**src/inc/pcm_pkg.sv**
```systemverilog
// Notes on behaviour
// - pc3: codes 00/01 gpio, 10 serial data out, 11 lcd com/seg 18
// - pc2: 00/01 gpio with reset pin, 10 serial data out, 11 lcd 17
// - pc1: 00 gpio, 01 uart rx/tx, 10 lcd 16, 11 crystal pin 2
// - pc0: 00 gpio, 01 uart tx, 10 lcd 15, 11 crystal pin 1
// - reduced port c low register: bits 7..6 read zero and are masked in the mux, writes still stored
// - pc6: 00/01 gpio, 10 serial chip select, 11 lcd 21
// - pc5: 00/01 gpio, 10 serial clock, 11 lcd 20
// - pc4: 00/01 gpio, 10 serial data in/out, 11 lcd 19
// - pd3: 00 gpio, 01 compact timer out, 10 lcd seg 25, 11 analog 9
// - pd2: 00 gpio, 01 uart tx, 10 lcd seg 24, 11 analog 10
// - pd1: 00 gpio, 01 uart rx/tx, 10 lcd seg 23, 11 analog 11
// - pd0: 00/01 gpio, 10 periodic timer out, 11 lcd seg 22
// - irq1 from pb1 or pa2 by bit 5; irq0 from pb0 or pa1 by bit 4
// - serial in from pc4 or pa3 by bit 3; clock from pc5 or pb6 by bit 2
// - chip select from pc6 or pb5 by bit 1; uart rx from pd1 or pc1 by bit 0
// - reduced source register uses only bits 5..4; bits 3..0 read zero but stay stored
// - reset sets all port data and direction registers to ones
// - switching to output without writing data drives the pin high
// - single-bit set or clear is read, modify, write of the whole port
// - in sleep or idle, enabled port a falling edge wakes the device
package pcm_pkg;
  // register byte addresses
  localparam logic [7:0] ADDR_PC_LOW   = 8'h00;
  localparam logic [7:0] ADDR_PC_HIGH  = 8'h04;
  localparam logic [7:0] ADDR_PD_FUNC  = 8'h08;
  localparam logic [7:0] ADDR_SRC_SEL  = 8'h0C;
  localparam logic [7:0] ADDR_PA_DATA  = 8'h10;
  localparam logic [7:0] ADDR_PA_DIR   = 8'h14;
  localparam logic [7:0] ADDR_PB_DATA  = 8'h18;
  localparam logic [7:0] ADDR_PB_DIR   = 8'h1C;
  localparam logic [7:0] ADDR_PC_DATA  = 8'h20;
  localparam logic [7:0] ADDR_PC_DIR   = 8'h24;
  localparam logic [7:0] ADDR_PD_DATA  = 8'h28;
  localparam logic [7:0] ADDR_PD_DIR   = 8'h2C;
  localparam logic [7:0] ADDR_BIT_OP   = 8'h30;
  localparam logic [7:0] ADDR_WAKE_EN  = 8'h34;
  localparam logic [7:0] ADDR_CTRL     = 8'h38;
  localparam logic [7:0] ADDR_STATUS   = 8'h3C;
  // reset values
  localparam logic [7:0] FUNC_RESET    = 8'h00;
  localparam logic [7:0] PORT_RESET    = 8'hFF;
  // masks of implemented bits
  localparam logic [7:0] PC_HIGH_MASK  = 8'h3F;
  localparam logic [7:0] PC_LOW_RMASK  = 8'h3F;
  localparam logic [7:0] SRC_MASK      = 8'h3F;
  localparam logic [7:0] SRC_RMASK     = 8'h30;
  // source select bit positions
  localparam int SRC_IRQ1 = 5;
  localparam int SRC_IRQ0 = 4;
  localparam int SRC_SDI  = 3;
  localparam int SRC_SCK  = 2;
  localparam int SRC_CS   = 1;
  localparam int SRC_RX   = 0;
  // bit-operation word: [1:0] port, [4:2] bit, [5] value, [6] 1=direction reg
  localparam int BOP_BIT_LSB = 2;
  localparam int BOP_VAL     = 5;
  localparam int BOP_DIR     = 6;
  // control bits: [0] reduced variant, [1] low power mode
  localparam int CTRL_REDUCED = 0;
  localparam int CTRL_SLEEP   = 1;
  // function codes
  localparam logic [1:0] FN_00 = 2'h0;
  localparam logic [1:0] FN_01 = 2'h1;
  localparam logic [1:0] FN_10 = 2'h2;
  localparam logic [1:0] FN_11 = 2'h3;
  // pin driver sources
  typedef enum logic [2:0] {
    PCM_SRC_GPIO = 3'h0,
    PCM_SRC_PERI = 3'h1,
    PCM_SRC_LCD  = 3'h2,
    PCM_SRC_ANA  = 3'h3,
    PCM_SRC_OSC  = 3'h4
  } pcm_src_t;
  // peripheral outputs bundled
  typedef struct packed {
    logic serial_data_out;
    logic serial_clock_out;
    logic serial_data_oe_n;
    logic uart_tx;
    logic uart_rxtx_oe_n;
    logic compact_timer_out;
    logic periodic_timer_out;
  } pcm_peri_out_t;
  // peripheral inputs chosen by the source selector
  typedef struct packed {
    logic ext_interrupt_1;
    logic ext_interrupt_0;
    logic serial_in;
    logic serial_clock_in;
    logic spi_select_in;
    logic uart_rx;
  } pcm_peri_in_t;
  // the block's whole state
  typedef struct packed {
    logic [7:0]      pc_low;
    logic [7:0]      pc_high;
    logic [7:0]      pd_func;
    logic [7:0]      src_sel;
    logic [3:0][7:0] data;
    logic [3:0][7:0] dir;
    logic [7:0]      wake_en;
    logic [1:0]      ctrl;
    logic [7:0]      pa_last;
    logic            wake;
    logic            pready;
    logic [31:0]     prdata;
    logic [6:0]      c_out;
    logic [6:0]      c_oe_n;
    logic [6:0]      c_ana;
    logic [3:0]      d_out;
    logic [3:0]      d_oe_n;
    logic [3:0]      d_ana;
    pcm_peri_in_t    peri_in;
  } pcm_state_t;
endpackage

```
**src/hw/pcm_port_cd_mux.sv**
```systemverilog
// Design decisions made here: the address map and the APB interface to the registers.
`timescale 1ns/10ps
module pcm_port_cd_mux (
  input  wire logic                  sys_clk_i,
  input  wire logic                  resetn_i,
  input  wire logic                  psel_i,
  input  wire logic                  penable_i,
  input  wire logic                  pwrite_i,
  input  wire logic [7:0]            paddr_i,
  input  wire logic [31:0]           pwdata_i,
  output logic                       pready_o,
  output logic [31:0]                prdata_o,
  output logic                       pslverr_o,
  input  wire logic [7:0]            porta_in_i,
  input  wire logic [7:0]            portb_in_i,
  input  wire logic [6:0]            portc_in_i,
  input  wire logic [3:0]            portd_in_i,
  output logic [6:0]                 portc_out_o,
  output logic [6:0]                 portc_oe_n_o,
  output logic [6:0]                 portc_analog_o,
  output logic [3:0]                 portd_out_o,
  output logic [3:0]                 portd_oe_n_o,
  output logic [3:0]                 portd_analog_o,
  input  wire pcm_pkg::pcm_peri_out_t peri_out_i,
  input  wire logic [6:0]            lcd_portc_i,
  input  wire logic [3:0]            lcd_portd_i,
  output pcm_pkg::pcm_peri_in_t      peri_in_o,
  output logic                       wake_o
);

  pcm_pkg::pcm_state_t st;
  pcm_pkg::pcm_state_t next_st;

  logic       setup;
  logic       wr;
  logic [7:0] pc_low_eff;
  logic [7:0] src_eff;
  logic [1:0] bop_port;
  logic [2:0] bop_bit;
  logic [7:0] rmw_word;

  // address phase decode; a write lands at the access edge, where pready is already high
  assign setup = psel_i && !penable_i;
  assign wr    = psel_i && penable_i && pwrite_i && st.pready;

  // reduced variant masks unimplemented bits at the read side and in the mux
  assign pc_low_eff = st.ctrl[pcm_pkg::CTRL_REDUCED] ? (st.pc_low & pcm_pkg::PC_LOW_RMASK) : st.pc_low;
  assign src_eff    = st.ctrl[pcm_pkg::CTRL_REDUCED] ? (st.src_sel & pcm_pkg::SRC_RMASK) : st.src_sel;

  // bit operation fields
  assign bop_port = pwdata_i[1:0];
  assign bop_bit  = pwdata_i[pcm_pkg::BOP_BIT_LSB +: 3];

  // whole-port read, modify one bit, then write the whole word back
  always_comb begin
    rmw_word = pwdata_i[pcm_pkg::BOP_DIR] ? st.dir[bop_port] : st.data[bop_port];
    rmw_word[bop_bit] = pwdata_i[pcm_pkg::BOP_VAL];
  end

  // next-state logic: register writes, read mux, pin mux and wake detect
  always_comb begin
    logic [1:0] fc;
    logic [1:0] fd;
    logic       g;
    fc = 2'h0;
    fd = 2'h0;
    g  = 1'b0;
    next_st = st;
    next_st.pready = setup;
    // register writes
    if (wr) begin
      if (paddr_i == pcm_pkg::ADDR_PC_LOW) begin
        next_st.pc_low = pwdata_i[7:0];
      end else if (paddr_i == pcm_pkg::ADDR_PC_HIGH) begin
        next_st.pc_high = pwdata_i[7:0] & pcm_pkg::PC_HIGH_MASK;
      end else if (paddr_i == pcm_pkg::ADDR_PD_FUNC) begin
        next_st.pd_func = pwdata_i[7:0];
      end else if (paddr_i == pcm_pkg::ADDR_SRC_SEL) begin
        next_st.src_sel = pwdata_i[7:0] & pcm_pkg::SRC_MASK;
      end else if (paddr_i == pcm_pkg::ADDR_PA_DATA) begin
        next_st.data[0] = pwdata_i[7:0];
      end else if (paddr_i == pcm_pkg::ADDR_PA_DIR) begin
        next_st.dir[0] = pwdata_i[7:0];
      end else if (paddr_i == pcm_pkg::ADDR_PB_DATA) begin
        next_st.data[1] = pwdata_i[7:0];
      end else if (paddr_i == pcm_pkg::ADDR_PB_DIR) begin
        next_st.dir[1] = pwdata_i[7:0];
      end else if (paddr_i == pcm_pkg::ADDR_PC_DATA) begin
        next_st.data[2] = pwdata_i[7:0];
      end else if (paddr_i == pcm_pkg::ADDR_PC_DIR) begin
        next_st.dir[2] = pwdata_i[7:0];
      end else if (paddr_i == pcm_pkg::ADDR_PD_DATA) begin
        next_st.data[3] = pwdata_i[7:0];
      end else if (paddr_i == pcm_pkg::ADDR_PD_DIR) begin
        next_st.dir[3] = pwdata_i[7:0];
      end else if (paddr_i == pcm_pkg::ADDR_BIT_OP) begin
        if (pwdata_i[pcm_pkg::BOP_DIR]) begin
          next_st.dir[bop_port] = rmw_word;
        end else begin
          next_st.data[bop_port] = rmw_word;
        end
      end else if (paddr_i == pcm_pkg::ADDR_WAKE_EN) begin
        next_st.wake_en = pwdata_i[7:0];
      end else if (paddr_i == pcm_pkg::ADDR_CTRL) begin
        next_st.ctrl = pwdata_i[1:0];
      end else if (paddr_i == pcm_pkg::ADDR_STATUS) begin
        next_st.wake = st.wake & ~pwdata_i[0];
      end
    end
    // read data is captured in the setup cycle and held through access
    if (setup) begin
      next_st.prdata = 32'h0000_0000;
      if (paddr_i == pcm_pkg::ADDR_PC_LOW) begin
        next_st.prdata[7:0] = pc_low_eff;
      end else if (paddr_i == pcm_pkg::ADDR_PC_HIGH) begin
        next_st.prdata[7:0] = st.pc_high;
      end else if (paddr_i == pcm_pkg::ADDR_PD_FUNC) begin
        next_st.prdata[7:0] = st.pd_func;
      end else if (paddr_i == pcm_pkg::ADDR_SRC_SEL) begin
        next_st.prdata[7:0] = src_eff;
      end else if (paddr_i == pcm_pkg::ADDR_PA_DATA) begin
        next_st.prdata[7:0] = st.data[0];
      end else if (paddr_i == pcm_pkg::ADDR_PA_DIR) begin
        next_st.prdata[7:0] = st.dir[0];
      end else if (paddr_i == pcm_pkg::ADDR_PB_DATA) begin
        next_st.prdata[7:0] = st.data[1];
      end else if (paddr_i == pcm_pkg::ADDR_PB_DIR) begin
        next_st.prdata[7:0] = st.dir[1];
      end else if (paddr_i == pcm_pkg::ADDR_PC_DATA) begin
        next_st.prdata[7:0] = st.data[2];
      end else if (paddr_i == pcm_pkg::ADDR_PC_DIR) begin
        next_st.prdata[7:0] = st.dir[2];
      end else if (paddr_i == pcm_pkg::ADDR_PD_DATA) begin
        next_st.prdata[7:0] = st.data[3];
      end else if (paddr_i == pcm_pkg::ADDR_PD_DIR) begin
        next_st.prdata[7:0] = st.dir[3];
      end else if (paddr_i == pcm_pkg::ADDR_WAKE_EN) begin
        next_st.prdata[7:0] = st.wake_en;
      end else if (paddr_i == pcm_pkg::ADDR_CTRL) begin
        next_st.prdata[1:0] = st.ctrl;
      end else if (paddr_i == pcm_pkg::ADDR_STATUS) begin
        next_st.prdata[0] = st.wake;
      end
    end

    // port c pin drivers; gpio drives data when direction bit is low
    for (int i = 0; i < 7; i++) begin
      fc = (i < 4) ? pc_low_eff[2*(i%4) +: 2] : st.pc_high[2*(i%4) +: 2]; // modulo keeps both selects in range
      g = 1'b0;
      next_st.c_ana[i] = 1'b0;
      next_st.c_out[i] = st.data[2][i];
      next_st.c_oe_n[i] = st.dir[2][i];
      case (i)
        0: begin
          if (fc == pcm_pkg::FN_01) begin
            next_st.c_out[i] = peri_out_i.uart_tx;
            next_st.c_oe_n[i] = 1'b0;
          end else if (fc == pcm_pkg::FN_10) begin
            g = 1'b1;
          end else if (fc == pcm_pkg::FN_11) begin
            next_st.c_ana[i] = 1'b1;
            next_st.c_oe_n[i] = 1'b1;
          end
        end
        1: begin
          if (fc == pcm_pkg::FN_01) begin
            next_st.c_out[i] = peri_out_i.uart_tx;
            next_st.c_oe_n[i] = peri_out_i.uart_rxtx_oe_n;
          end else if (fc == pcm_pkg::FN_10) begin
            g = 1'b1;
          end else if (fc == pcm_pkg::FN_11) begin
            next_st.c_ana[i] = 1'b1;
            next_st.c_oe_n[i] = 1'b1;
          end
        end
        2, 3: begin
          if (fc == pcm_pkg::FN_10) begin
            next_st.c_out[i] = peri_out_i.serial_data_out;
            next_st.c_oe_n[i] = 1'b0;
          end else if (fc == pcm_pkg::FN_11) begin
            g = 1'b1;
          end
        end
        default: begin
          if (fc == pcm_pkg::FN_10) begin
            if (i == 4) begin
              next_st.c_out[i] = peri_out_i.serial_data_out;
              next_st.c_oe_n[i] = peri_out_i.serial_data_oe_n;
            end else if (i == 5) begin
              next_st.c_out[i] = peri_out_i.serial_clock_out;
              next_st.c_oe_n[i] = 1'b0;
            end else begin
              next_st.c_oe_n[i] = 1'b1; // chip select is an input
            end
          end else if (fc == pcm_pkg::FN_11) begin
            g = 1'b1;
          end
        end
      endcase
      if (g) begin
        next_st.c_out[i] = lcd_portc_i[i];
        next_st.c_oe_n[i] = 1'b0;
      end
    end

    // port d pin drivers
    for (int j = 0; j < 4; j++) begin
      fd = st.pd_func[2*j +: 2];
      g = 1'b0;
      next_st.d_ana[j] = 1'b0;
      next_st.d_out[j] = st.data[3][j];
      next_st.d_oe_n[j] = st.dir[3][j];
      if (j == 0) begin
        if (fd == pcm_pkg::FN_10) begin
          next_st.d_out[j] = peri_out_i.periodic_timer_out;
          next_st.d_oe_n[j] = 1'b0;
        end else if (fd == pcm_pkg::FN_11) begin
          g = 1'b1;
        end
      end else begin
        if (fd == pcm_pkg::FN_01) begin
          next_st.d_oe_n[j] = 1'b0;
          if (j == 3) begin
            next_st.d_out[j] = peri_out_i.compact_timer_out;
          end else begin
            next_st.d_out[j] = peri_out_i.uart_tx;
            if (j == 1) begin
              next_st.d_oe_n[j] = peri_out_i.uart_rxtx_oe_n;
            end
          end
        end else if (fd == pcm_pkg::FN_10) begin
          g = 1'b1;
        end else if (fd == pcm_pkg::FN_11) begin
          next_st.d_ana[j] = 1'b1;
          next_st.d_oe_n[j] = 1'b1;
        end
      end
      if (g) begin
        next_st.d_out[j] = lcd_portd_i[j];
        next_st.d_oe_n[j] = 1'b0;
      end
    end

    // input source selection; the unselected pin never reaches the input
    next_st.peri_in.ext_interrupt_1 = src_eff[pcm_pkg::SRC_IRQ1] ? porta_in_i[2] : portb_in_i[1];
    next_st.peri_in.ext_interrupt_0 = src_eff[pcm_pkg::SRC_IRQ0] ? porta_in_i[1] : portb_in_i[0];
    next_st.peri_in.serial_in       = src_eff[pcm_pkg::SRC_SDI] ? porta_in_i[3] : portc_in_i[4];
    next_st.peri_in.serial_clock_in = src_eff[pcm_pkg::SRC_SCK] ? portb_in_i[6] : portc_in_i[5];
    next_st.peri_in.spi_select_in   = src_eff[pcm_pkg::SRC_CS] ? portb_in_i[5] : portc_in_i[6];
    next_st.peri_in.uart_rx         = src_eff[pcm_pkg::SRC_RX] ? portc_in_i[1] : portd_in_i[1];

    // falling edge on an enabled port a pin while asleep; set beats clear
    next_st.pa_last = porta_in_i;
    if (st.ctrl[pcm_pkg::CTRL_SLEEP] && |(st.pa_last & ~porta_in_i & st.wake_en)) begin
      next_st.wake = 1'b1;
    end
  end

  // single state register; ports start as inputs with data high
  always_ff @(posedge sys_clk_i or negedge resetn_i) begin
    if (!resetn_i) begin
      st         <= '0;
      st.pc_low  <= pcm_pkg::FUNC_RESET;
      st.pc_high <= pcm_pkg::FUNC_RESET;
      st.pd_func <= pcm_pkg::FUNC_RESET;
      st.src_sel <= pcm_pkg::FUNC_RESET;
      st.data    <= {4{pcm_pkg::PORT_RESET}};
      st.dir     <= {4{pcm_pkg::PORT_RESET}};
      st.pa_last <= pcm_pkg::PORT_RESET;
      st.c_oe_n  <= 7'h7F;
      st.c_out   <= 7'h7F;
      st.d_oe_n  <= 4'hF;
      st.d_out   <= 4'hF;
    end else begin
      st <= next_st;
    end
  end

  // outputs straight from the state flops; pslverr tied low
  assign pready_o       = st.pready;
  assign prdata_o       = st.prdata;
  assign pslverr_o      = 1'b0;
  assign portc_out_o    = st.c_out;
  assign portc_oe_n_o   = st.c_oe_n;
  assign portc_analog_o = st.c_ana;
  assign portd_out_o    = st.d_out;
  assign portd_oe_n_o   = st.d_oe_n;
  assign portd_analog_o = st.d_ana;
  assign peri_in_o      = st.peri_in;
  assign wake_o         = st.wake;

endmodule // pcm_port_cd_mux

```
**config.mk**
```make
export PLATFORM = sky130hd
export DESIGN_NAME = pcm_port_cd_mux
export DESIGN_NICKNAME = d
export VERILOG_FILES = /design/src/inc/pcm_pkg.sv /design/src/hw/pcm_port_cd_mux.sv
export SDC_FILE = /design/constraint.sdc
export NUM_CORES = 1
export LEC_CHECK = 0
export BUFFER_PORTS_ARGS = -buffer_cell sky130_fd_sc_hd__buf_2
export CAP_MARGIN = 30
export CORE_MARGIN = 4
export CORE_UTILIZATION = 57
export DETAILED_ROUTE_END_ITERATION = 10
export PLACE_DENSITY_LB_ADDON = 0.05
export RECOVER_POWER = 25
export SETUP_SLACK_MARGIN = 0.4
export SLEW_MARGIN = 20
export SYNTH_ARGS = -nofsm -noshare
export SYNTH_HDL_FRONTEND = slang
export SYNTH_SLANG_ARGS = --single-unit
```
**constraint.sdc**
```tcl
create_clock -name sys_clk_i -period 2.62 [get_ports sys_clk_i]
set_clock_uncertainty 0.1 [all_clocks]
set_input_delay 0.524 -clock sys_clk_i [delete_from_list [all_inputs] [get_ports sys_clk_i]]
set_output_delay 0.524 -clock sys_clk_i [all_outputs]
set_load 0.01 [all_outputs]
```
======== Word-level counts from Yosys, hierarchy flattened ========
Index checks and enable logic that the tools add are counted.
cells by class
  $add $sub $neg .......................... 0
  multiply operators ...................... 0
  div/mod/pow operators ................... 0
  order comparisons ....................... 4
  equal/unequal tests ..................... 105
  shifts and indexed selects .............. 0
  muxes and demuxes ....................... 190
  bitwise gates (word level) .............. 14
  reductions and logical operators ........ 27
operators by type and width
  kind                                                               count
  58-bit two-way mux                                                 10
  40-bit two-way mux                                                 11
  8-bit two-way mux                                                  27
  32-bit two-way mux                                                 4
  1-bit two-way mux                                                  118
  14-bit AND reduction                                               8
  66-bit two-way mux                                                 1
  32-bit bitwise mux                                                 2
  8-bit by 6-bit == test with 1-bit output (second input constant)   8
  64-bit two-way mux                                                 1
  11-bit != test (second input constant)                             5
  50-bit two-way mux                                                 1
  10-bit != test (second input constant)                             5
  48-bit two-way mux                                                 1
  2-bit == test (second input constant)                              22
  9-bit != test (second input constant)                              4
  34-bit two-way mux                                                 1
  11-bit by 1-bit != test with 1-bit output (second input constant)  3
  11-bit by 2-bit != test with 1-bit output (second input constant)  3
  8-bit binary-select mux with 2-bit select                          2
  8-bit by 5-bit == test with 1-bit output (second input constant)   4
  8-bit != test (second input constant)                              4
  10-bit by 1-bit != test with 1-bit output (second input constant)  3
  2-bit by 1-bit != test with 1-bit output (second input constant)   15
  other kinds (45)                                                   77
word-level totals
  bits in registers ....................... 153
  latch bits .............................. 0
  memory bits (writable) .................. 0
  bits in read-only memories .............. 0
  input bits .............................. 90
  output and inout bits ................... 74
  memories ................................ 0

======== Depth between registers and ports, before layout ========
Gate-level depths: netlist of run 1.
  depth in word-level cells ............... 35
  mapped depth ............................ 10

======== Worst setup path after synthesis of run 1 ========
No wires, ideal clock.
  path kind ............................... input port to flip-flop
  from .................................... input paddr_i[1]
  to ...................................... register st[84] in the netlist's numbering
  setup time .............................. 125 ps
  arrival time ............................ 2223 ps
  required time ........................... 2395 ps
  path slack .............................. 172 ps
  cell stages on the path ................. 6
  cells stage by stage .................... buf_2 or4_4 o21ai_1 nand2b_1 buf_2 mux2_2
on the way
  longest elaborated chain between the ends .. 3
  elaborated cells between the ends (all ways) .. 29
  those cells by class .................... eq/ne: 19; bitwise: 8; reduce/logical: 2
RTL lines
  element                                                                             line                    text
  start, declared                                                                     pcm_port_cd_mux.sv:9    input wire logic [7:0] paddr_i,
  8-bit by 3-bit == test with 1-bit output (tied with other cells)                    pcm_port_cd_mux.sv:74   end else if (paddr_i == pcm_pkg::ADDR_PC_HIGH) begin
  10-bit by 1-bit != test with 1-bit output (no source line) (tied with other cells)  --
  15-bit AND reduction (no source line) (*)                                           --
  end signal, assigned                                                                pcm_port_cd_mux.sv:275  st <= next_st;
  end, declared                                                                       pcm_port_cd_mux.sv:31   pcm_pkg::pcm_state_t st;
Mark *: on every way between the ends. The rest lies on a longest branch, timed or not.
A chain may end at the register's enable or synchronous reset.

======== Worst setup path in the final report of run 1 ========
  from .................................... input paddr_i[7]
  to ...................................... register st, in the netlist prdata_o[4]
on the way
  longest elaborated chain between the ends .. 14
  elaborated cells between the ends (all ways) .. 26
  those cells by class .................... eq/ne: 12; mux: 13; reduce/logical: 1
RTL lines
  element                                   line                    text
  8-bit by 6-bit == test with 1-bit output  pcm_port_cd_mux.sv:137  end else if (paddr_i == pcm_pkg::ADDR_WAKE_EN) begin
  6-bit two-way mux                         pcm_port_cd_mux.sv:137
  8-bit two-way mux                         pcm_port_cd_mux.sv:135  end else if (paddr_i == pcm_pkg::ADDR_PD_DIR) begin
  8-bit two-way mux                         pcm_port_cd_mux.sv:133  end else if (paddr_i == pcm_pkg::ADDR_PD_DATA) begin
  8-bit two-way mux                         pcm_port_cd_mux.sv:131  end else if (paddr_i == pcm_pkg::ADDR_PC_DIR) begin
  8-bit two-way mux                         pcm_port_cd_mux.sv:129  end else if (paddr_i == pcm_pkg::ADDR_PC_DATA) begin
  8-bit two-way mux                         pcm_port_cd_mux.sv:127  end else if (paddr_i == pcm_pkg::ADDR_PB_DIR) begin
  8-bit two-way mux                         pcm_port_cd_mux.sv:125  end else if (paddr_i == pcm_pkg::ADDR_PB_DATA) begin
  8-bit two-way mux                         pcm_port_cd_mux.sv:123  end else if (paddr_i == pcm_pkg::ADDR_PA_DIR) begin
  8-bit two-way mux                         pcm_port_cd_mux.sv:121  end else if (paddr_i == pcm_pkg::ADDR_PA_DATA) begin
  8-bit two-way mux                         pcm_port_cd_mux.sv:119  end else if (paddr_i == pcm_pkg::ADDR_SRC_SEL) begin
  8-bit two-way mux                         pcm_port_cd_mux.sv:117  end else if (paddr_i == pcm_pkg::ADDR_PD_FUNC) begin
  8-bit two-way mux                         pcm_port_cd_mux.sv:115  end else if (paddr_i == pcm_pkg::ADDR_PC_HIGH) begin
  8-bit two-way mux (*)                     pcm_port_cd_mux.sv:113  if (paddr_i == pcm_pkg::ADDR_PC_LOW) begin
Marked as above.

==> impl_metrics.toml, run 1 <==
[outcome]
status = "complete, no violations"

[setup_path]
cp.arrival_ns = 2.42
cp_top_family = "simple AND/OR/NAND/NOR gates"
endpoint_kind = "flop"
path_max_fanout = 9
crit_buf_inv = 1
worstSetupStartpointType = "input pin"
path_cells = "buf_2 -> or4b_2 -> nor2_4 -> a221oi_1 -> o31a_1 -> o31ai_1"
required_ns = 2.85
slowest_stage = "or4b_2"
cp_slowest_stage_delay_ns = 0.76
path_class = "input pin to flop"

[logic_synthesis]
synthSimpleGateAreaFrac_pct = 19.5
async_flop_share_pct = 100
yosysTopAreaCellShare_pct = 26.0
synth_seq_area_share_pct = 41.5
synthCells = 1016
synth_edf_count = 0
synth_top_flop_cell = "dfstp_2"
synth_compound_area_share_pct = 18.0
synth_top_cell_by_area = "dfstp_2"
synth_xor_area_share_pct = 0.0921
synthTopCellsByArea = "dfstp_2 26%, dfrtp_1 16%, buf_4 6.0%"
yosys.cell_types.count = 83
ys_seq_elements = 153
yosysWarnings = 0
netlist_area_um2 = 9510
synthMuxAreaShare_pct = 11.3
synth_top_family_by_area = "simple AND/OR/NAND/NOR gates"
synth_adder_area_share_pct = 0
syn_avg_cell_area_um2 = 9.36

[die]
row_count = 46
die_height_um = 137
die_x_um = 137
fp.coreArea_um2 = 16100
die_area_um2 = 18800
initial_core_util_pct = 59.0
pin_count = 164

[placed_design]
place_inst = 1326
post_dp_cell_area_um2 = 10500
gp_congestion = 1.01
hpwl_mm = 24.8
port_buffers = 98

[global_routing]
grtUsageMet2_pct = 54.5
gr-usage-met1_pct = 48.8
gr-usage-met3_pct = 7.65
gr-total-overflow = 0
grt_pass1_vias = 8345
grt_start_max_net_pins = 62
grt.busiest_layer = "met2"
grt_usage_pct = 36.2
antenna_found_initial = 0
grt_pass1_wl_mm = 49.8

[run]
maxCapViolCount = 0

[detailed_routing]
vias = 8525
wl_mm = 32.9
ant_nets = 0
wl_per_cell_um = 24.2
drtIter0Drc = 1039
drc = 0
first_pass_iters = 6
viasPerCell = 6.27

[clock_tree]
cts_root_buf = "clkbuf_16"
clkLatencyLatePin_ns = 0.43
clock_path_buffers = 2
cts_max_level = 4
clkTransAtPathRegs_ns = 0.06
cts_tree = "done"
cts_sinks = 153
cts_setup_buffers = 0
cts-buffers-inserted = 17

[timing]
rsz0062_at_grt = "no"
fin_setup_tns_ns = 0
fin_hold_ws_ns = 0.0819
drv_slew = 0
max_slew_margin_pct = 28.3
finalHoldViolations = 0
tightest_slew_ns = 1.07
fin_crit_sh_pct = 83.6
finalSetupViolations = 0
fmax_ghz = 0.457
period_needed_ns = 2.19

[pwr]
power_leakage_nw = 4.77
p_switching_mw = 1.52
ir_drop_mv = 0.472
sw_frac_of_total_pct = 26.6
p_int_mw = 4.19
p_seq_share_pct = 43.9
combPwrFrac_pct = 11.6
clkPwrFrac_pct = 44.4
pwr_density_cell_nw_per_um2 = 514

[layout]
layout.nets = 1220
diodes = 0
drive_gt1_share_pct = 35.8
finalNonFillerCells = 1359
area_delta_synth_final_pct = 16.8
post-route-cell-area_um2 = 11100

[hold_path]
hold_path.class = "input pin to flop"
-- final timing paths --
kind,endpoint,depth (start not counted),start,slack [ns]
worst max-delay path,prdata_o[4],6,paddr_i[7],0.43
worst min-delay path,st[80],1,porta_in_i[7],0.08
worst max register to register,st[139],6,st[147],0.47
worst min register to register,portc_oe_n_o[2],1,st[184],0.38
max in group asynchronous,st[166],3,resetn_i,0.65
min in group asynchronous,st[89],2,resetn_i,0.43
-- metrics by stage --
step / total power [mW] / util, % / setup slack (ns)
after CTS: 5.71 / 69.0 / 0.475
final: 5.71 / 68.9 / 0.431
after global routing: 5.89 / 68.9 / 0.353
after detailed placement: 3.19 / 65.2 / 0.0431
after floorplan: 2.93 / - / 0.287
after global placement: 3.19 / 65.2 / 0.0662
-- sequential cells by signal, summed over array words and instances, names as in the netlist --
name and flops:
wake_o 1, portc_analog_o 2, portd_analog_o 3, pready_o 1, portc_out_o 7, portc_oe_n_o 7
prdata_o 8, portd_oe_n_o 4, portd_out_o 4, st 110, peri_in_o 6
-- logic make-up after synthesis --
group / Yosys count
other cells: 1
buf+inv: 150
xor+xnor: 1
mux: 84
simple gates: 364
flops: 153
compound gates: 263
-- placed cells by master (no fill, tap or decap), drive strengths merged, types with 9 or more instances in the layout --
cell type	count
a31oi	25
and2	17
nor3	12
dfrtp	59
mux2	38
nor2	104
and3	12
nor2b	15
nand3b	13
inv	16
nand3	30
clkbuf	27
dfstp	94
nand2b	17
a21oi	88
a22oi	9
o21ai	66
nand2	115
o22ai	11
buf	193
conb	31
mux4	15
mux2i	31
-- synthesized netlist by cell type, types with 5 or more instances --
cell	number
buf_6	5
nor2_1	102
nand2_1	113
a21oi_1	83
a22oi_1	9
nand2b_1	16
nor2b_1	15
mux2_2	38
buf_2	21
clkbuf_1	30
a32oi_1	6
and2_1	14
buf_4	76
a21o_1	5
dfrtp_1	59
and3_1	12
o22ai_1	11
nand3_1	29
nor3_1	10
a21oi_2	5
o21ai_0	65
nand3b_1	13
inv_1	13
mux2i_1	31
a31oi_1	25
dfstp_2	94
mux4_2	15
-- layout make-up --
cell class,count,area (um^2)
tap,216,270
inverter,14,52.6
timing repair buffer,201,1360
multi-input combinational,743,4860
clock buffer,20,467
sequential,153,3950
clock inverter,12,139
fill,1313,5010
-- power by group through the flow --
stage / clock [mW] / combinational, mW / sequential [mW]
2_1_floorplan: 0 / 0.410 / 2.52
3_3_place_gp: 0 / 0.647 / 2.54
3_5_place_dp: 0 / 0.650 / 2.54
4_1_cts: 2.55 / 0.654 / 2.51
5_1_grt: 2.66 / 0.714 / 2.51
6_report: 2.54 / 0.663 / 2.51
-- routing by layer --
layer / vias to the layer above / wire [um]
met4: 0 / 2050
li1: 3784 / -
met2: 516 / 14700
met3: 120 / 3030
met1: 4105 / 13200
met5: - / 0
-- timing repair --
item                                    in CTS  in global routing
endpoints found under the setup margin       0                  6
gates resized for setup                      0                  2
hold buffers                                 1                  0
endpoints found under the hold margin        8                  0
Note: power is estimated with default switching activity, not from simulation.
==> run 2, diff against run 1 <==
clock period = 2.2 ns   (was 2.62 ns; I/O delays follow)
==> run 2 against run 1 <==
The run now ends with hold timing left; die area did not move; design area rose by 18%; critical path depth did not move; register-to-register slack got worse by 0.20 ns; sequential power rose by 19%; routed wire length rose by 10%; combinational power rose by 54%; first-iteration DRC count fell by 3.9%; total power rose by 20%; largest cell class unchanged; highest routed layer unchanged.
==> impl_metrics.toml, run 2 (synthesis results as in run 1) <==
[setup_path]
r2r_start = "st[148]"
r2r-end = "st[148]"
cp.arrival_ns = 2.19
worstSetupStartpointType = "flop"
r2r_slack_ns = 0.27
path_max_fanout = 2
required_ns = 2.46
path_class = "flop to flop"
r2r_cells = 6
endpoint_kind = "flop"

[timing]
fin_hold_ws_ns = -0.00620
rsz0062_at_grt = "yes"
fmax_ghz = 0.518
max_slew_margin_pct = 60.9
tightest_slew_ns = 0.586
worst_slack_ns = 0.270
finalHoldViolations = 2
fin_crit_sh_pct = 87.7
finalSetupViolations = 0
period_needed_ns = 1.93
drv_slew = 0
fin_setup_tns_ns = 0

[detailed_routing]
vias = 9481
first_pass_iters = 5
drtIter0Drc = 998
viasPerCell = 6.29
wl_mm = 36.3
ant_nets = 0
wl_per_cell_um = 24.1
drc = 0

[placed_design]
place_inst = 1420
gp_congestion = 1.04
port_buffers = 98
hpwl_mm = 26.4
pre_cts_ws_ns = -0.229
post_dp_cell_area_um2 = 11300

[pwr]
p_int_mw = 4.90
sw_frac_of_total_pct = 28.4
p_seq_share_pct = 43.7
total_power_mw = 6.84
power_leakage_nw = 5.70
combPwrFrac_pct = 14.9
p_switching_mw = 1.94
pwr_density_cell_nw_per_um2 = 523
clkPwrFrac_pct = 41.3
ir_drop_mv = 0.538

[die]
die_area_um2 = 18800
row_count = 46
fp.coreArea_um2 = 16100
initial_core_util_pct = 59.0
die_x_um = 137
die_height_um = 137
pin_count = 164

[layout]
regArea_um2 = 3950
finalNonFillerCells = 1507
nFillCells = 1071
area_delta_synth_final_pct = 37.6
layout_commonest_cell = "buf_4"
largest_reg_flops = 110
layout.nets = 1368
multi_input_area_um2 = 5480
drive_gt1_share_pct = 50.5
regMostFlops = "st"
diodes = 0
layout_common_cells = "197 x buf_4, 106 x nand2_1, 87 x dfstp_2"
post-route-cell-area_um2 = 13100

[hold_path]
hp-start = "porta_in_i[7]"
min_to = "st[80]"
hold_path.class = "input pin to flop"
whs_path_depth = 1

[global_routing]
grt_start_max_net_pins = 52
gr-total-overflow = 0
grt_usage_pct = 37.8
antenna_found_initial = 0
grt_pass1_wl_mm = 52.0
grt_pass1_vias = 8799

[clock_tree]
clock_path_buffers = 2
cts-buffers-inserted = 17
cts_sinks = 153
clkLatencyLatePin_ns = 0.44
cts_tree = "done"
cts_max_level = 4
cts_root_buf = "clkbuf_16"
clkTransAtPathRegs_ns = 0.06

[outcome]
status = "finished, violations left"
violations = "hold timing"

[run]
maxCapViolCount = 0
## run 2: metrics by stage
| stage | hold WS (ns) | util [%] |
|---|---|---|
| 2_1_floorplan | 0.0444 | - |
| 3_3_place_gp | 0.326 | 70.2 |
| 3_5_place_dp | 0.332 | 70.2 |
| 4_1_cts | 0.00698 | 76.7 |
| 5_1_grt | 0.00137 | 81.2 |
| 6_report | -0.00620 | 81.2 |
## run 2: how the worst max path moves through the flow
stage,start,to,depth (start not counted)
6_report,st[148],st[148],6
5_1_grt,st[131],st[107],6
4_1_cts,st[148],st[116],7
3_5_place_dp,paddr_i[1],prdata_o[2],6
3_3_place_gp,paddr_i[1],prdata_o[2],6
2_1_floorplan,paddr_i[6],st[138],8
## run 2: layout make-up
| cell class | count | share of cell area [%] |
|---|---|---|
| multi-input cells | 744 | 41.9 |
| clock buffers | 19 | 3.46 |
| well taps | 216 | 2.07 |
| clock inverters | 13 | 0.832 |
| inverters | 14 | 0.402 |
| repair buffers | 348 | 21.2 |
| flip-flops and latches | 153 | 30.2 |
## run 2: power by group through the flow
stage / clock network (mW) / registers [mW] / logic (mW)
2_1_floorplan: 0 / 3.00 / 0.498
6_report: 2.83 / 2.99 / 1.02
3_3_place_gp: 0 / 3.02 / 0.849
4_1_cts: 2.84 / 2.98 / 0.910
5_1_grt: 2.98 / 2.99 / 1.08
3_5_place_dp: 0 / 3.03 / 0.858
## run 2: repair_timing
action / in CTS / in global routing
pin swaps: 25 / 38
endpoints found under the hold margin: 8 / 0
hold buffers: 1 / 0
setup buffers: 23 / 25
gates cloned: 4 / 2
setup endpoints to repair: 86 / 87
gates resized for setup: 67 / 120
## run 2: per-layer routing
layer / track usage, % / vias up / wire [um]
met1: 48.3 / 4593 / 13300
met5: 0 / - / 0
met2: 59.6 / 631 / 16700
li1: - / 4083 / -
met3: 7.46 / 174 / 3680
met4: 22.5 / 0 / 2600
## run 2: critical path: stages, from the launching register on
cell      delay, ns
dfstp_2        0.39
mux4_2         0.47
nor2b_4        0.14
a221oi_2       0.19
a31oi_2        0.09
a32o_1         0.23
mux2_2         0.26
==> run 3, diff against run 2 <==
==> constraint.sdc (replaced) <==
create_clock -name sys_clk_i -period 2.2 [get_ports sys_clk_i]
set_clock_uncertainty 0.1 [all_clocks]
set_input_delay 0.22 -clock sys_clk_i [delete_from_list [all_inputs] [get_ports sys_clk_i]]
set_output_delay 0.22 -clock sys_clk_i [all_outputs]
set_load 0.01 [all_outputs]
==> run 3 against run 2 <==
The flow now finishes without violations; sequential share of layout area up 1.5 points; sequential cell count unchanged; utilization decreased by 3.8 points; global-route usage fell by 0.92 points; first-iteration DRC count rose by 3.4%; clock power up 8.5%; design area is 4.6% lower; highest routed layer is now met5.
==> impl_metrics.toml, run 3 (synthesis results as in run 1) <==
[outcome]
status = "complete, no violations"

[timing]
max_slew_margin_pct = 14.6
fmax_ghz = 0.504
finalHoldViolations = 0
worst_slack_ns = 0.214
tightest_slew_ns = 1.28
drv_slew = 0
rsz0062_at_grt = "yes"
fin_crit_sh_pct = 90.3
period_needed_ns = 1.99
fin_hold_ws_ns = 0.00247
finalSetupViolations = 0

[layout]
layout_common_cells = "142 x buf_4, 107 x nand2_1, 87 x dfstp_2"
nFillCells = 1128
diodes = 0
largest_reg_flops = 110
regMostFlops = "st"
drive_gt1_share_pct = 43.8
area_delta_synth_final_pct = 31.2
finalNonFillerCells = 1458
layout_commonest_cell = "buf_4"
fin_util_pct = 77.4
layout.nets = 1319

[detailed_routing]
drc = 0
drtIter0Drc = 1032
wl_mm = 35.8
ant_nets = 0
wl_per_cell_um = 24.6
vias = 9352
dr_wl_met3_mm = 3.54
m1WireLength_mm = 13.5
viasPerCell = 6.41
wl_met2_mm = 16.4
top_layer_used = "met5"
first_pass_iters = 6

[global_routing]
grt_pass1_vias = 8579
grt_usage_pct = 36.9
gr-total-overflow = 0
grt_start_max_net_pins = 55
grt_pass1_wl_mm = 51.0
antenna_found_initial = 1

[die]
row_count = 46
die_x_um = 137
die_area_um2 = 18800
initial_core_util_pct = 59.0
fp.coreArea_um2 = 16100
die_height_um = 137
pin_count = 164

[setup_path]
r2r_slack_ns = 0.21
required_ns = 2.45
r2r_cells = 6
worstSetupStartpointType = "flop"
cp.arrival_ns = 2.24
r2r-end = "st[148]"
path_max_fanout = 2
path_class = "flop to flop"
r2r_start = "st[140]"
endpoint_kind = "flop"

[placed_design]
place_inst = 1347
gp_congestion = 1.03
port_buffers = 98
hpwl_mm = 25.1
pre_cts_ws_ns = -0.0494

[hold_path]
whs_path_depth = 3
min_to = "portc_out_o[3]"
hp-start = "peri_out_i[6]"
hold_path.class = "input pin to flop"

[run]
maxCapViolCount = 0

[pwr]
pwr_density_cell_nw_per_um2 = 562
power_leakage_nw = 5.35
ir_drop_mv = 0.548

[clock_tree]
clock_path_buffers = 2
cts_root_buf = "clkbuf_16"
clkTransAtPathRegs_ns = 0.06
clkLatencyLatePin_ns = 0.43
cts_tree = "done"
cts_sinks = 153
cts_max_level = 4
cts-buffers-inserted = 17
run 3: changes by cell type in the layout (fill, tap and decap cells not counted), sizes merged:
cell	change
inv	-4
clkinvlp	-1
clkbuf	+7
buf	-80
clkinv	-2
nand2b	-1
dlygate4sd3	+30
bufinv	+2
run 3: timing repair:
| item | CTS | global route |
|---|---|---|
| hold buffers | 31 | 0 |
| setup endpoints to repair | 55 | 67 |
| resized for setup | 30 | 86 |
| setup buffers | 15 | 27 |
| gates cloned | 1 | 5 |
| pin swaps | 18 | 33 |
| endpoints found under the hold margin | 71 | 0 |
run 3: metrics by stage:
| stage | cell area [um^2] | setup TNS, ns | power, mW |
|---|---|---|---|
| final | 12500 | 0 | 7.01 |
| after global routing | 12500 | 0 | 7.21 |
| after CTS | 11900 | 0 | 6.92 |
| after detailed placement | 10700 | -0.117 | 3.81 |
| after global placement | 10700 | 0 | 3.80 |
| after floorplan | 9820 | 0 | 3.49 |
run 3: per-layer routing:
metal,vias up,track usage [%]
met3,160,6.62
met2,667,58.0
li1,3995,-
met5,-,0
met4,2,20.4
met1,4528,48.3
run 3: worst max-delay path by stage:
stage                    start              to  cells after the start
floorplan           paddr_i[6]         st[138]                      8
global placement    paddr_i[3]         st[112]                      8
detailed placement  paddr_i[3]         st[107]                      8
CTS                    st[140]         st[148]                      6
global route          resetn_i  portd_out_o[2]                      3
finish                 st[140]         st[148]                      6
run 3: where the power goes:
part	internal (mW)	total (mW)	switching, mW
clock network	1.84	3.07	1.23
registers	2.93	2.98	0.0565
logic	0.389	0.959	0.570
total	5.16	7.01	1.85
run 3: layout make-up:
type                            instances  area (um^2)  share of cell area [%]
Clock buffer                           24          503                    4.03
Clock inverter                          8          106                   0.852
Inverter                               14         52.6                   0.421
Multi-Input combinational cell        743         5280                    42.3
Sequential cell                       153         3950                    31.6
Tap cell                              216          270                    2.17
Timing Repair Buffer                  300         2320                    18.6
run 3: worst max-delay path: stages, from the launching register on:
cell and delay (ns):
dfstp_2 0.39, mux4_2 0.44, nor2b_1 0.14, a221oi_1 0.21, a31oi_1 0.11, a32o_1 0.26, mux2_2 0.27
